===== src/core/osc_cfg_pkg.sv =====
// Purpose: Shared constants and types for the option byte and supply block
// Assumes: Option bytes arrive one per strobe from a non-volatile array
// Notes:   Bit positions inside the watchdog and oscillator bytes are fixed here
package osc_cfg_pkg;

	// Option byte indices in load order
	localparam logic [2:0] OSC_IDX_READOUT  = 3'h0;
	localparam logic [2:0] OSC_IDX_BOOT     = 3'h1;
	localparam logic [2:0] OSC_IDX_RESERVED = 3'h2;
	localparam logic [2:0] OSC_IDX_WATCHDOG = 3'h3;
	localparam logic [2:0] OSC_IDX_OSC      = 3'h4;
	localparam logic [2:0] OSC_IDX_LAST     = 3'h4;

	// Readout unlock value
	localparam logic [7:0] OSC_READOUT_UNLOCK = 8'hAA;

	// Boot area size codes
	localparam logic [7:0] OSC_BOOT_NONE    = 8'h00;
	localparam logic [7:0] OSC_BOOT_VECTORS = 8'h01;
	localparam logic [7:0] OSC_BOOT_TWO     = 8'h02;

	// Watchdog byte field positions
	localparam int OSC_POS_INDEP_HW    = 0;
	localparam int OSC_POS_INDEP_HALT  = 1;
	localparam int OSC_POS_WINDOW_HW   = 2;
	localparam int OSC_POS_WINDOW_HALT = 3;

	// Oscillator byte field positions
	localparam int OSC_POS_FAST_CNT = 0;
	localparam int OSC_POS_SLOW_CNT = 2;

	// Settle counts per two-bit code
	localparam logic [12:0] OSC_SETTLE_C0 = 13'h0001;
	localparam logic [12:0] OSC_SETTLE_C1 = 13'h0010;
	localparam logic [12:0] OSC_SETTLE_C2 = 13'h0200;
	localparam logic [12:0] OSC_SETTLE_C3 = 13'h1000;

	// Brownout level field: five levels plus off
	localparam logic [2:0] OSC_BOR_DEFAULT = 3'h0;
	localparam logic [2:0] OSC_BOR_MAX     = 3'h4;
	localparam logic [2:0] OSC_BOR_OFF     = 3'h7;
	localparam int         OSC_POS_BOR     = 4;

	// Reset values of the latched bytes
	localparam logic [7:0] OSC_RST_BYTE = 8'h00;

	// Low-voltage detector levels
	localparam logic [2:0] OSC_LVD_MAX = 3'h6;

	// Load sequencer states
	typedef enum logic [1:0] {
		OSC_WAIT_SUPPLY,
		OSC_FETCH,
		OSC_DONE
	} osc_load_state_t;

	// Decoded configuration bundle
	typedef struct packed {
		logic        readoutLock;
		logic [7:0]  bootAreaSize;
		logic        bootProtectRw;
		logic        indepDogHwStart;
		logic        indepDogHaltStop;
		logic        windowDogHwStart;
		logic        windowDogHaltReset;
		logic [12:0] fastOscSettleCount;
		logic [12:0] slowOscSettleCount;
		logic [2:0]  brownoutLevel;
		logic        brownoutOff;
	} osc_cfg_t;

endpackage : osc_cfg_pkg


===== src/core/osc_option_supply.sv =====
// Purpose: Option byte loader, decoder and supply supervisor digital side
// Assumes: Comparator outputs are asynchronous; option bytes from a flash port
// Notes:   Core reset is held until every byte is fetched
`timescale 1ns/1ns
`default_nettype none

module osc_option_supply
	import osc_cfg_pkg::*;
(
	input  wire logic       clock,              // System clock, 25 MHz
	input  wire logic       reset_n,            // Synchronous reset, active low
	input  wire logic       porBelow,           // Power-on/down comparator low
	input  wire logic       brownoutBelow,      // Brownout comparator low
	input  wire logic       lvdBelow,           // Detector comparator low
	output logic            optReadStrobe,      // Request next option byte
	output logic [2:0]      optReadIndex,       // Option byte index
	input  wire logic       optReadValid,       // Option byte present
	input  wire logic [7:0] optReadData,        // Option byte value
	input  wire logic       haltRequest,        // Core entering halt/active-halt
	input  wire logic       lvdEnable,          // Software detector enable
	input  wire logic [2:0] lvdLevel,           // Software detector level
	input  wire logic       lvdIrqOnFall,       // Interrupt on falling crossing
	input  wire logic       lvdIrqOnRise,       // Interrupt on rising crossing
	input  wire logic       lvdIrqClear,        // Software clears detector flag
	input  wire logic       refOffInHalt,       // Switch reference off in halt
	output logic            coreReset,          // Core held in reset
	output osc_cfg_t        cfg,                // Decoded option settings
	output logic [7:0]      readoutProtectByte, // Latched readout byte
	output logic [7:0]      bootAreaSizeByte,   // Latched boot byte
	output logic [7:0]      watchdogOptionByte, // Latched watchdog byte
	output logic [7:0]      oscillatorSettleByte, // Latched oscillator byte
	output logic            brownoutEnable,     // Brownout comparator on
	output logic [2:0]      brownoutThreshold,  // Brownout comparator level
	output logic            referenceEnable,    // Internal reference on
	output logic            lvdCompEnable,      // Detector comparator on
	output logic [2:0]      lvdCompLevel,       // Detector comparator level
	output logic            lvdIrq,             // Detector interrupt flag
	output logic            lowPowerRegulatorMode, // Regulator in low-power mode
	output logic            windowDogHaltResetReq  // Window dog reset on halt
);

	////////////////////////////////////////////////////////////////////////
	// Synchronisers: three stages, change taken when stages two and three agree
	// The comparators sit in the analogue domain and may chatter near a
	// threshold; a level only counts once two stages agree, which costs four
	// clock edges of latency but keeps a single glitch from reaching reset

	logic [2:0] porSync;    // Power-on comparator pipeline
	logic [2:0] borSync;    // Brownout comparator pipeline
	logic [2:0] lvdSync;    // Detector comparator pipeline
	logic       porLow;     // Filtered power-on low
	logic       borLow;     // Filtered brownout low
	logic       lvdLow;     // Filtered detector low

	// Shift comparator levels in
	always_ff @(posedge clock) begin
		if (!reset_n) begin
			porSync <= 3'h7;
			borSync <= 3'h7;
			lvdSync <= 3'h0;
		end else begin
			porSync <= {porSync[1:0], porBelow};
			borSync <= {borSync[1:0], brownoutBelow};
			lvdSync <= {lvdSync[1:0], lvdBelow};
		end
	end

	// Filtered levels; power-on and brownout take the safe low-supply value after reset, detector resets to not low
	always_ff @(posedge clock) begin
		if (!reset_n) begin
			porLow <= 1'b1;
			borLow <= 1'b1;
			lvdLow <= 1'b0;
		end else begin
			if (porSync[1] == porSync[2]) begin
				porLow <= porSync[2];
			end
			if (borSync[1] == borSync[2]) begin
				borLow <= borSync[2];
			end
			if (lvdSync[1] == lvdSync[2]) begin
				lvdLow <= lvdSync[2];
			end
		end
	end

	////////////////////////////////////////////////////////////////////////
	// Load sequencer
	// Bytes are fetched in index order, one per accepted strobe; a power-on
	// loss anywhere in the walk starts again from the first byte, so a
	// half-loaded set never reaches the decoders with the core running

	osc_load_state_t loadState;   // Sequencer state
	logic [2:0]      loadIndex;   // Byte being fetched
	logic            supplyGood;  // Supply above all active thresholds

	// Brownout is always active until options are loaded
	// Power-on comparator always holds reset; brownout only while brownoutEnable is set
	assign supplyGood = !porLow && !(borLow && brownoutEnable);

	// Walk the option bytes once the supply is good
	always_ff @(posedge clock) begin
		if (!reset_n) begin
			loadState <= OSC_WAIT_SUPPLY;
			loadIndex <= OSC_IDX_READOUT;
		end else begin
			case (loadState)
				OSC_WAIT_SUPPLY: begin
					if (supplyGood) begin
						loadState <= OSC_FETCH;
						loadIndex <= OSC_IDX_READOUT;
					end
				end
				OSC_FETCH: begin
					// Power-on loss restarts the whole load
					if (porLow) begin
						loadState <= OSC_WAIT_SUPPLY;
					end else if (optReadValid) begin
						if (loadIndex == OSC_IDX_LAST) begin
							loadState <= OSC_DONE;
						end else begin
							loadIndex <= loadIndex + 3'h1;
						end
					end
				end
				OSC_DONE: begin
					// Options stay latched; reload only after power loss
					if (porLow) begin
						loadState <= OSC_WAIT_SUPPLY;
					end
				end
				default: begin
					loadState <= OSC_WAIT_SUPPLY;
				end
			endcase
		end
	end

	assign optReadStrobe = (loadState == OSC_FETCH) && !porLow;
	assign optReadIndex  = loadIndex;

	////////////////////////////////////////////////////////////////////////
	// Option byte latches; the reserved byte is fetched but not kept
	// The latches are not cleared on a reload: the core stays in reset until
	// the walk completes, so old values are never taken as valid settings

	always_ff @(posedge clock) begin
		if (!reset_n) begin
			readoutProtectByte   <= OSC_RST_BYTE;
			bootAreaSizeByte     <= OSC_RST_BYTE;
			watchdogOptionByte   <= OSC_RST_BYTE;
			oscillatorSettleByte <= OSC_RST_BYTE;
		end else if (optReadStrobe && optReadValid) begin
			case (loadIndex)
				OSC_IDX_READOUT:  readoutProtectByte   <= optReadData;
				OSC_IDX_BOOT:     bootAreaSizeByte     <= optReadData;
				OSC_IDX_WATCHDOG: watchdogOptionByte   <= optReadData;
				OSC_IDX_OSC:      oscillatorSettleByte <= optReadData;
				default: begin
					// Reserved byte ignored
				end
			endcase
		end
	end

	////////////////////////////////////////////////////////////////////////
	// Decoders
	// Pure decode of the latched bytes; nothing here is clocked, so every
	// setting follows its byte in the same cycle that the byte is latched

	// Map a two-bit settle code to a cycle count
	function automatic logic [12:0] settleCount(input logic [1:0] code);
		case (code)
			2'h0:    settleCount = OSC_SETTLE_C0;
			2'h1:    settleCount = OSC_SETTLE_C1;
			2'h2:    settleCount = OSC_SETTLE_C2;
			default: settleCount = OSC_SETTLE_C3;
		endcase
	endfunction : settleCount

	logic [2:0] borField;   // Raw brownout field of oscillator byte

	assign borField = oscillatorSettleByte[OSC_POS_BOR +: 3];

	// Combine latched bytes into decoded settings
	always_comb begin
		cfg.readoutLock   = (readoutProtectByte != OSC_READOUT_UNLOCK);
		cfg.bootAreaSize  = bootAreaSizeByte;
		cfg.bootProtectRw = (bootAreaSizeByte == OSC_BOOT_TWO);
		cfg.indepDogHwStart    = watchdogOptionByte[OSC_POS_INDEP_HW];
		cfg.indepDogHaltStop   = watchdogOptionByte[OSC_POS_INDEP_HALT];
		cfg.windowDogHwStart   = watchdogOptionByte[OSC_POS_WINDOW_HW];
		cfg.windowDogHaltReset = watchdogOptionByte[OSC_POS_WINDOW_HALT];
		cfg.fastOscSettleCount = settleCount(oscillatorSettleByte[OSC_POS_FAST_CNT +: 2]);
		cfg.slowOscSettleCount = settleCount(oscillatorSettleByte[OSC_POS_SLOW_CNT +: 2]);
		cfg.brownoutOff   = (borField == OSC_BOR_OFF);
		// Five levels; out-of-range codes keep the default
		cfg.brownoutLevel = (borField <= OSC_BOR_MAX) ? borField : OSC_BOR_DEFAULT;
	end

	////////////////////////////////////////////////////////////////////////
	// Brownout, reference and regulator control
	// Every control output is registered so the analogue side sees clean
	// levels; halt changes therefore take effect one edge after the request

	logic loaded;   // All options latched

	assign loaded = (loadState == OSC_DONE);

	// Brownout stays on with default level until load completes
	always_ff @(posedge clock) begin
		if (!reset_n) begin
			brownoutEnable    <= 1'b1;
			brownoutThreshold <= OSC_BOR_DEFAULT;
		end else if (!loaded) begin
			brownoutEnable    <= 1'b1;
			brownoutThreshold <= OSC_BOR_DEFAULT;
		end else begin
			brownoutEnable    <= !cfg.brownoutOff && !(refOffInHalt && haltRequest);
			brownoutThreshold <= cfg.brownoutLevel;
		end
	end

	// Reference switched off only in halt when selected
	always_ff @(posedge clock) begin
		if (!reset_n) begin
			referenceEnable <= 1'b1;
		end else begin
			referenceEnable <= !(loaded && refOffInHalt && haltRequest);
		end
	end

	// Regulator mode follows halt entry
	// Main mode serves run and both wait modes; only halt selects low power
	always_ff @(posedge clock) begin
		if (!reset_n) begin
			lowPowerRegulatorMode <= 1'b0;
		end else begin
			lowPowerRegulatorMode <= haltRequest;
		end
	end

	// Window dog reset request on halt entry when configured
	always_ff @(posedge clock) begin
		if (!reset_n) begin
			windowDogHaltResetReq <= 1'b0;
		end else begin
			windowDogHaltResetReq <= loaded && haltRequest && cfg.windowDogHaltReset;
		end
	end

	// Core reset follows supply and load status
	// Held while loading so no decoded setting can change under a running core;
	// limitation: once brownout is switched off by option it no longer holds reset
	always_ff @(posedge clock) begin
		if (!reset_n) begin
			coreReset <= 1'b1;
		end else begin
			coreReset <= !loaded || !supplyGood;
		end
	end

	////////////////////////////////////////////////////////////////////////
	// Low-voltage detector
	// Software owns enable, level and edge choice; the flag stays set until
	// cleared, and an edge in the clearing cycle keeps it set so none is lost

	logic lvdLowPrev;  // Previous filtered detector level

	// Comparator controls from software
	// Levels above the top one are clamped rather than wrapped
	always_ff @(posedge clock) begin
		if (!reset_n) begin
			lvdCompEnable <= 1'b0;
			lvdCompLevel  <= 3'h0;
		end else begin
			lvdCompEnable <= lvdEnable;
			lvdCompLevel  <= (lvdLevel > OSC_LVD_MAX) ? OSC_LVD_MAX : lvdLevel;
		end
	end

	// Edge history of the filtered detector level
	always_ff @(posedge clock) begin
		if (!reset_n) begin
			lvdLowPrev <= 1'b0;
		end else begin
			lvdLowPrev <= lvdLow;
		end
	end

	// Sticky flag; a crossing in the clearing cycle wins
	always_ff @(posedge clock) begin
		if (!reset_n) begin
			lvdIrq <= 1'b0;
		end else if (lvdCompEnable &&
			((lvdIrqOnFall && lvdLow && !lvdLowPrev) ||
			 (lvdIrqOnRise && !lvdLow && lvdLowPrev))) begin
			lvdIrq <= 1'b1;
		end else if (lvdIrqClear) begin
			lvdIrq <= 1'b0;
		end
	end

endmodule : osc_option_supply

`default_nettype wire


===== config.mk =====
export PLATFORM = sky130hd
export DESIGN_NAME = osc_option_supply
export DESIGN_NICKNAME = d
export VERILOG_FILES = /design/src/core/osc_cfg_pkg.sv /design/src/core/osc_option_supply.sv
export SDC_FILE = /design/constraint.sdc
export NUM_CORES = 1
export LEC_CHECK = 0
export ABC_AREA = 0
export BUFFER_PORTS_ARGS = -buffer_cell sky130_fd_sc_hd__buf_2
export CAP_MARGIN = 5
export CORE_MARGIN = 2
export CORE_UTILIZATION = 25
export CTS_CLUSTER_DIAMETER = 100
export DETAILED_ROUTE_END_ITERATION = 12
export PLACE_DENSITY = 0.49
export SETUP_SLACK_MARGIN = 0.4
export SYNTH_ARGS = -nofsm -noshare
export SYNTH_HDL_FRONTEND = slang
export SYNTH_SLANG_ARGS = --single-unit

===== constraint.sdc =====
create_clock -name clock -period 3.06 [get_ports clock]
set_input_delay 0.765 -clock clock [delete_from_list [all_inputs] [get_ports clock]]
set_output_delay 0.765 -clock clock [all_outputs]
set_load 0.005 [all_outputs]

==> flow_summary.ini, run 1 <==
[run_status]
run_status = finished clean

[setup_path]
worst_r2r_startpoint = optReadIndex[0]
cp-start-kind = flop
cp_data_arrival_time_ps = 1400
count_of_cells_along_the_worst_register_to_register_path = 5
setup_slack_reg_to_reg_ps = 1470
crit-reg2reg-capture = watchdogOptionByte[4]
cp_data_required_time_ps = 2290
timing_worst_setup_path_type = reg -> out
crit_path_end_kind = output port
crit_fanout = 3

[cells_and_area]
n_fill_cell = 1107
drive_gt1_share_pct = 30.5
final_net_count = 399
final_core_util_pct = 31.8
final_cell_count_no_fill = 513
final_design_area_no_fill_um2 = 3260
n_antenna_cell = 0
area_growth_syn_to_layout_pct = 23.7

[timing]
period_minus_slack_ps = 2170
hold_ws_ps = 407
final-hold-violation-count = 0
setup_ws_ps = 894
setup_viol = 0
max_freq_mhz = 462
clock-skew-final_ps = 5.54
timing_worst_slew_pin_value_ps = 725
timing_max_transition_violations_final = 0
totalNegativeSetupSlack_ps = 0
period_share_pct = 70.8
worst_max_slew_margin_expressed_relative_to_the_limit_pct = 50.4
rsz_0062_raised_after_global_routing = no

[grt]
track_usage_pct = 11.1
grt-ovfl-total = 0
antenna_found_initial = 0
grt_pass1_wl_um = 9760
first_global_vias = 1934
largest_net_degree_at_the_start_of_global_routing = 39

[worst_hold_path]
hold-path-endpoint = borSync[1]
worst_hold_startpoint = borSync[0]
timing.hold.worst.class = reg -> reg
number_of_cells_traversed_by_the_worst_hold_path = 1

[placement]
gpl.final_weighted_congestion = 0.743
place_worst_setup_slack_ps = 1040
place.port_buffers = 97
placement.cell_area_um2 = 3090
detailed_place_hpwl_um = 4790
placed_cells = 497

[yosys]
synth_most_common_cell = sky130_fd_sc_hd__dfxtp_1
synth_top_area_cell = sky130_fd_sc_hd__dfxtp_1
yosys.cell_types.count = 35
yosys-top-cells-count = sky130_fd_sc_hd__dfxtp_1, sky130_fd_sc_hd__nand2_1, sky130_fd_sc_hd__buf_4
synth_seq_area_share_pct = 47.8
post_synth_inst_count = 287
synthDominantCellAreaShare_pct = 47.8
share_of_flip_flops_with_an_asynchronous_set_or_reset_pct = 0
synth.avg_cell_area_um2 = 9.19
synth_ff_type = sky130_fd_sc_hd__dfxtp_1
synth_xor_xnor_area_share_pct = 0
synth_fa_ha_area_share_pct = 1.90
synth-compound-area-share_pct = 9.86
yosys.area_share.simple_pct = 22.2
synth_top_family_by_area = simple AND/OR/NAND/NOR gates
ys_seq_elements = 63
fraction_of_synthesized_area_in_multiplexers_pct = 6.83
synth-edff-count = 0
netlist_top_cells_area = sky130_fd_sc_hd__dfxtp_1, sky130_fd_sc_hd__buf_4, sky130_fd_sc_hd__mux2i_1
ys_warn_count = 0
syn_area_um2 = 2640

[clock_network]
tritoncts = yes
postCtsSetupRepairBufs = 0
clk-insertion-delay-late_ps = 340
ctsLongestPathBuffers = 2
cts_inserted_buffers = 9
clk_pin_slew_ps = 70
cts_hold_buf = 0
htree_levels = 3
cts_num_sinks = 63
cts.root.buffer_cell = sky130_fd_sc_hd__clkbuf_8
ctsResizeCount = 0

[die]
initial_core_utilization_pct = 25.7
ios = 116
die-area_um2 = 11400
floorplan.die.height_um = 107
placement_rows = 37
die_w_um = 107
core_area_um2 = 10300

[drt]
remaining_drc_errors = 0
postRouteWirelength_um = 6500
wire_length_per_cell_after_detailed_routing_um = 12.7
drt_iter0_drc = 102
via_count = 2161
detailedRoute.firstPassIterationCount = 4
avgViaCountPerCell = 4.21
detail-route-antenna-nets = 0

[pwr]
static-leakage-power_nw = 1.59
power_density_nw_per_um2 = 474
post-layout-total-power_mw = 1.55
irDropWorstVdd_mv = 0.194

[run]
maxCapViolations = 0
critical path, cell delays in order (launching register included):
cell,delay [ps]
sky130_fd_sc_hd__dfxtp_1,370
sky130_fd_sc_hd__nor4bb_1,470
sky130_fd_sc_hd__nand2_1,90
sky130_fd_sc_hd__buf_2,140
cell type report:
class | count | area [um2] | area share (%)
clock buffers | 13 | 159 | 4.87
clock inverters | 3 | 17.5 | 0.537
inverters | 5 | 18.8 | 0.575
multi-input cells | 195 | 1140 | 35.0
flip-flops and latches | 63 | 1260 | 38.7
well taps | 136 | 170 | 5.21
repair buffers | 98 | 493 | 15.1
worst max-delay path by stage:
stage / start / end / slack [ps] / cells past startpoint
3_5_place_dp: optReadValid / oscillatorSettleByte[1] / 1040 / 4
2_1_floorplan: optReadValid / optReadIndex[1] / 1490 / 4
5_1_grt: readoutProtectByte[3] / cfg[43] / 700 / 3
4_1_cts: readoutProtectByte[3] / cfg[43] / 840 / 3
6_report: readoutProtectByte[3] / cfg[43] / 890 / 3
3_3_place_gp: optReadValid / watchdogOptionByte[4] / 1110 / 4
layout by cell type (no fill, tap or decap), types with 2 or more instances in the layout:
cell type	instances
sky130_fd_sc_hd__o21ai_0	21
sky130_fd_sc_hd__nor3_1	2
sky130_fd_sc_hd__nand2b_1	8
sky130_fd_sc_hd__mux2i_1	18
sky130_fd_sc_hd__and3_1	5
sky130_fd_sc_hd__clkbuf_8	11
sky130_fd_sc_hd__conb_1	18
sky130_fd_sc_hd__nor4bb_1	2
sky130_fd_sc_hd__clkbuf_1	2
sky130_fd_sc_hd__nand3_1	18
sky130_fd_sc_hd__a21oi_1	25
sky130_fd_sc_hd__clkinv_2	2
sky130_fd_sc_hd__buf_2	97
sky130_fd_sc_hd__nor2_1	6
sky130_fd_sc_hd__dfxtp_1	63
sky130_fd_sc_hd__nor2b_1	9
sky130_fd_sc_hd__and3b_1	2
sky130_fd_sc_hd__inv_1	4
sky130_fd_sc_hd__nand2_1	32
sky130_fd_sc_hd__ha_1	4
sky130_fd_sc_hd__and2_1	13
kinds of logic after synthesis:
group                    count (synthesis)
adder cells (fa/ha/maj)                  4
multiplexers                            18
other                                    1
AND/OR/NAND/NOR                        105
AO/OA/AOI/OAI                           50
buffers and inverters                   46
flip-flops                              63
where the power goes:
part / internal, mW / switching, mW
registers: 0.828 / 0.00265
logic: 0.0199 / 0.0345
clock network: 0.336 / 0.324
total: 1.18 / 0.361
sequential cells by signal, indices dropped and copies added, names as in the netlist, 2 cells and up:
signal                flops
bootAreaSizeByte          8
borSync                   3
brownoutThreshold         3
loadState                 2
lvdCompLevel              3
lvdSync                   3
optReadIndex              3
oscillatorSettleByte      8
porSync                   3
readoutProtectByte        8
watchdogOptionByte        8
layer usage:
metal,vias up,part of all wire (%),track usage [%]
li1,1094,-,-
met1,984,46,14.3
met2,73,44,16.5
met3,10,8.2,4.56
met4,0,1.7,4.45
met5,-,0,0
Note: power is estimated with default switching activity, not from simulation.
==> run 2: changes to the inputs <==
==> constraint.sdc (replaced) <==
create_clock -name clock -period 2 [get_ports clock]
set_input_delay 0.5 -clock clock [delete_from_list [all_inputs] [get_ports clock]]
set_output_delay 0.5 -clock clock [all_outputs]
set_load 0.005 [all_outputs]
==> flow_summary.ini, run 2 (synthesized netlist as in run 1, its figures left out) <==
[clock_network]
cts_inserted_buffers = 9
cts.root.buffer_cell = sky130_fd_sc_hd__clkbuf_8
ctsLongestPathBuffers = 2
cts_num_sinks = 63
clk-insertion-delay-late_ps = 330
tritoncts = yes
cts_hold_buf = 0
htree_levels = 3
clk_pin_slew_ps = 70

[timing]
max_freq_mhz = 580
rsz_0062_raised_after_global_routing = yes
final-hold-violation-count = 0
period_share_pct = 86.2
timing_max_transition_violations_final = 0
timing_worst_slew_pin_value_ps = 708
clock-skew-final_ps = 12.2
totalNegativeSetupSlack_ps = 0
period_minus_slack_ps = 1720
setup_viol = 0
hold_ws_ps = 341
worst_max_slew_margin_expressed_relative_to_the_limit_pct = 52.7

[setup_path]
worst_setup_path_startpoint = bootAreaSizeByte[4]
cp_data_arrival_time_ps = 1220
timing_worst_setup_path_type = reg -> out
cp_data_required_time_ps = 1500
crit_path_end_kind = output port
worst_r2r_startpoint = loadState[1]
crit_fanout = 4
cp-start-kind = flop

[pwr]
static-leakage-power_nw = 1.66
power_density_nw_per_um2 = 677
irDropWorstVdd_mv = 0.228

[cells_and_area]
commonest_non_fill_non_tap_cell_in_the_layout = sky130_fd_sc_hd__buf_2
n_antenna_cell = 0
area_growth_syn_to_layout_pct = 30.6
final_cell_mix = sky130_fd_sc_hd__buf_2, sky130_fd_sc_hd__dfxtp_1, sky130_fd_sc_hd__nand2_1
final_cell_count_no_fill = 522
n_fill_cell = 1110
final_core_util_pct = 33.5
final_net_count = 409
drive_gt1_share_pct = 37.3

[die]
initial_core_utilization_pct = 25.7
die-area_um2 = 11400
ios = 116
placement_rows = 37
core_area_um2 = 10300
floorplan.die.height_um = 107
die_w_um = 107

[placement]
placed_cells = 500
gpl.final_weighted_congestion = 0.715
place.port_buffers = 97
detailed_place_hpwl_um = 4780

[drt]
via_count = 2262
remaining_drc_errors = 0
detail-route-antenna-nets = 0
detailedRoute.firstPassIterationCount = 4
postRouteWirelength_um = 6740
avgViaCountPerCell = 4.33
wire_length_per_cell_after_detailed_routing_um = 12.9
drt_iter0_drc = 82

[grt]
largest_net_degree_at_the_start_of_global_routing = 40
track_usage_pct = 11.4
antenna_found_initial = 0
first_global_vias = 2043
grt-ovfl-total = 0
grt_pass1_wl_um = 10100

[run]
maxCapViolations = 0

[run_status]
run_status = finished clean

[worst_hold_path]
timing.hold.worst.class = in -> reg
worst_hold_startpoint = lvdLevel[1]
==> run 2: changes by cell type in the layout (fill, tap and decap cells not counted), moves of 2 or more <==
cell / delta
sky130_fd_sc_hd__dfxtp_2: +7
sky130_fd_sc_hd__nor2b_1: -2
sky130_fd_sc_hd__dfxtp_1: -9
sky130_fd_sc_hd__nor2b_4: +2
sky130_fd_sc_hd__dfxtp_4: +2
sky130_fd_sc_hd__buf_4: +8
sky130_fd_sc_hd__nor4bb_4: +2
sky130_fd_sc_hd__nor4bb_1: -2
==> run 2: cell type report <==
type	count	area [um2]	area share (%)
Tap cell	136	170	4.94
Timing Repair Buffer	107	573	16.6
Clock buffer	12	155	4.50
Clock inverter	3	18.8	0.544
Multi-Input combinational cell	196	1230	35.8
Inverter	5	18.8	0.544
Sequential cell	63	1280	37.1
==> run 2: worst paths after layout <==
check                           depth (start not counted)              end  slack, ps
worst min register to register                          1       borSync[1]        410
worst min-delay path                                    2  lvdCompLevel[0]        340
worst max register to register                          3  optReadIndex[0]        480
worst max-delay path                                    3          cfg[34]        280
==> run 2: timing repair <==
| item | in CTS | in global routing |
|---|---|---|
| pin swaps | 2 | 1 |
| gates cloned | 0 | 1 |
| resized for setup | 15 | 12 |
| setup endpoints to repair | 5 | 12 |
| buffers inserted | 3 | 3 |
==> run 2: critical path, stage by stage, from the launching register on <==
cell and delay, ps:
sky130_fd_sc_hd__dfxtp_1 340, sky130_fd_sc_hd__nor4_2 250, sky130_fd_sc_hd__and4b_1 200, sky130_fd_sc_hd__buf_2 110
==> run 2: metal layers <==
| layer | share of wire, % | track usage, % | vias to the layer above |
|---|---|---|---|
| li1 | - | - | 1121 |
| met1 | 46 | 14.5 | 1054 |
| met2 | 45 | 17.5 | 82 |
| met3 | 8.4 | 4.68 | 5 |
| met4 | 0.73 | 3.90 | 0 |
| met5 | 0 | 0 | - |
==> run 2: where the power goes <==
group / internal [mW] / total, mW / switching [mW]
clock: 0.509 / 0.977 / 0.468
sequential: 1.26 / 1.27 / 0.00400
combinational: 0.0332 / 0.0869 / 0.0537
total: 1.81 / 2.33 / 0.526
==> run 2: stage by stage <==
step	power, mW	cell area (um2)	setup WS [ps]
finish	2.33	3450	275
global route	2.44	3450	167
CTS	2.38	3370	250
detailed placement	1.39	3120	335
global placement	1.39	3120	393
floorplan	1.36	2700	591
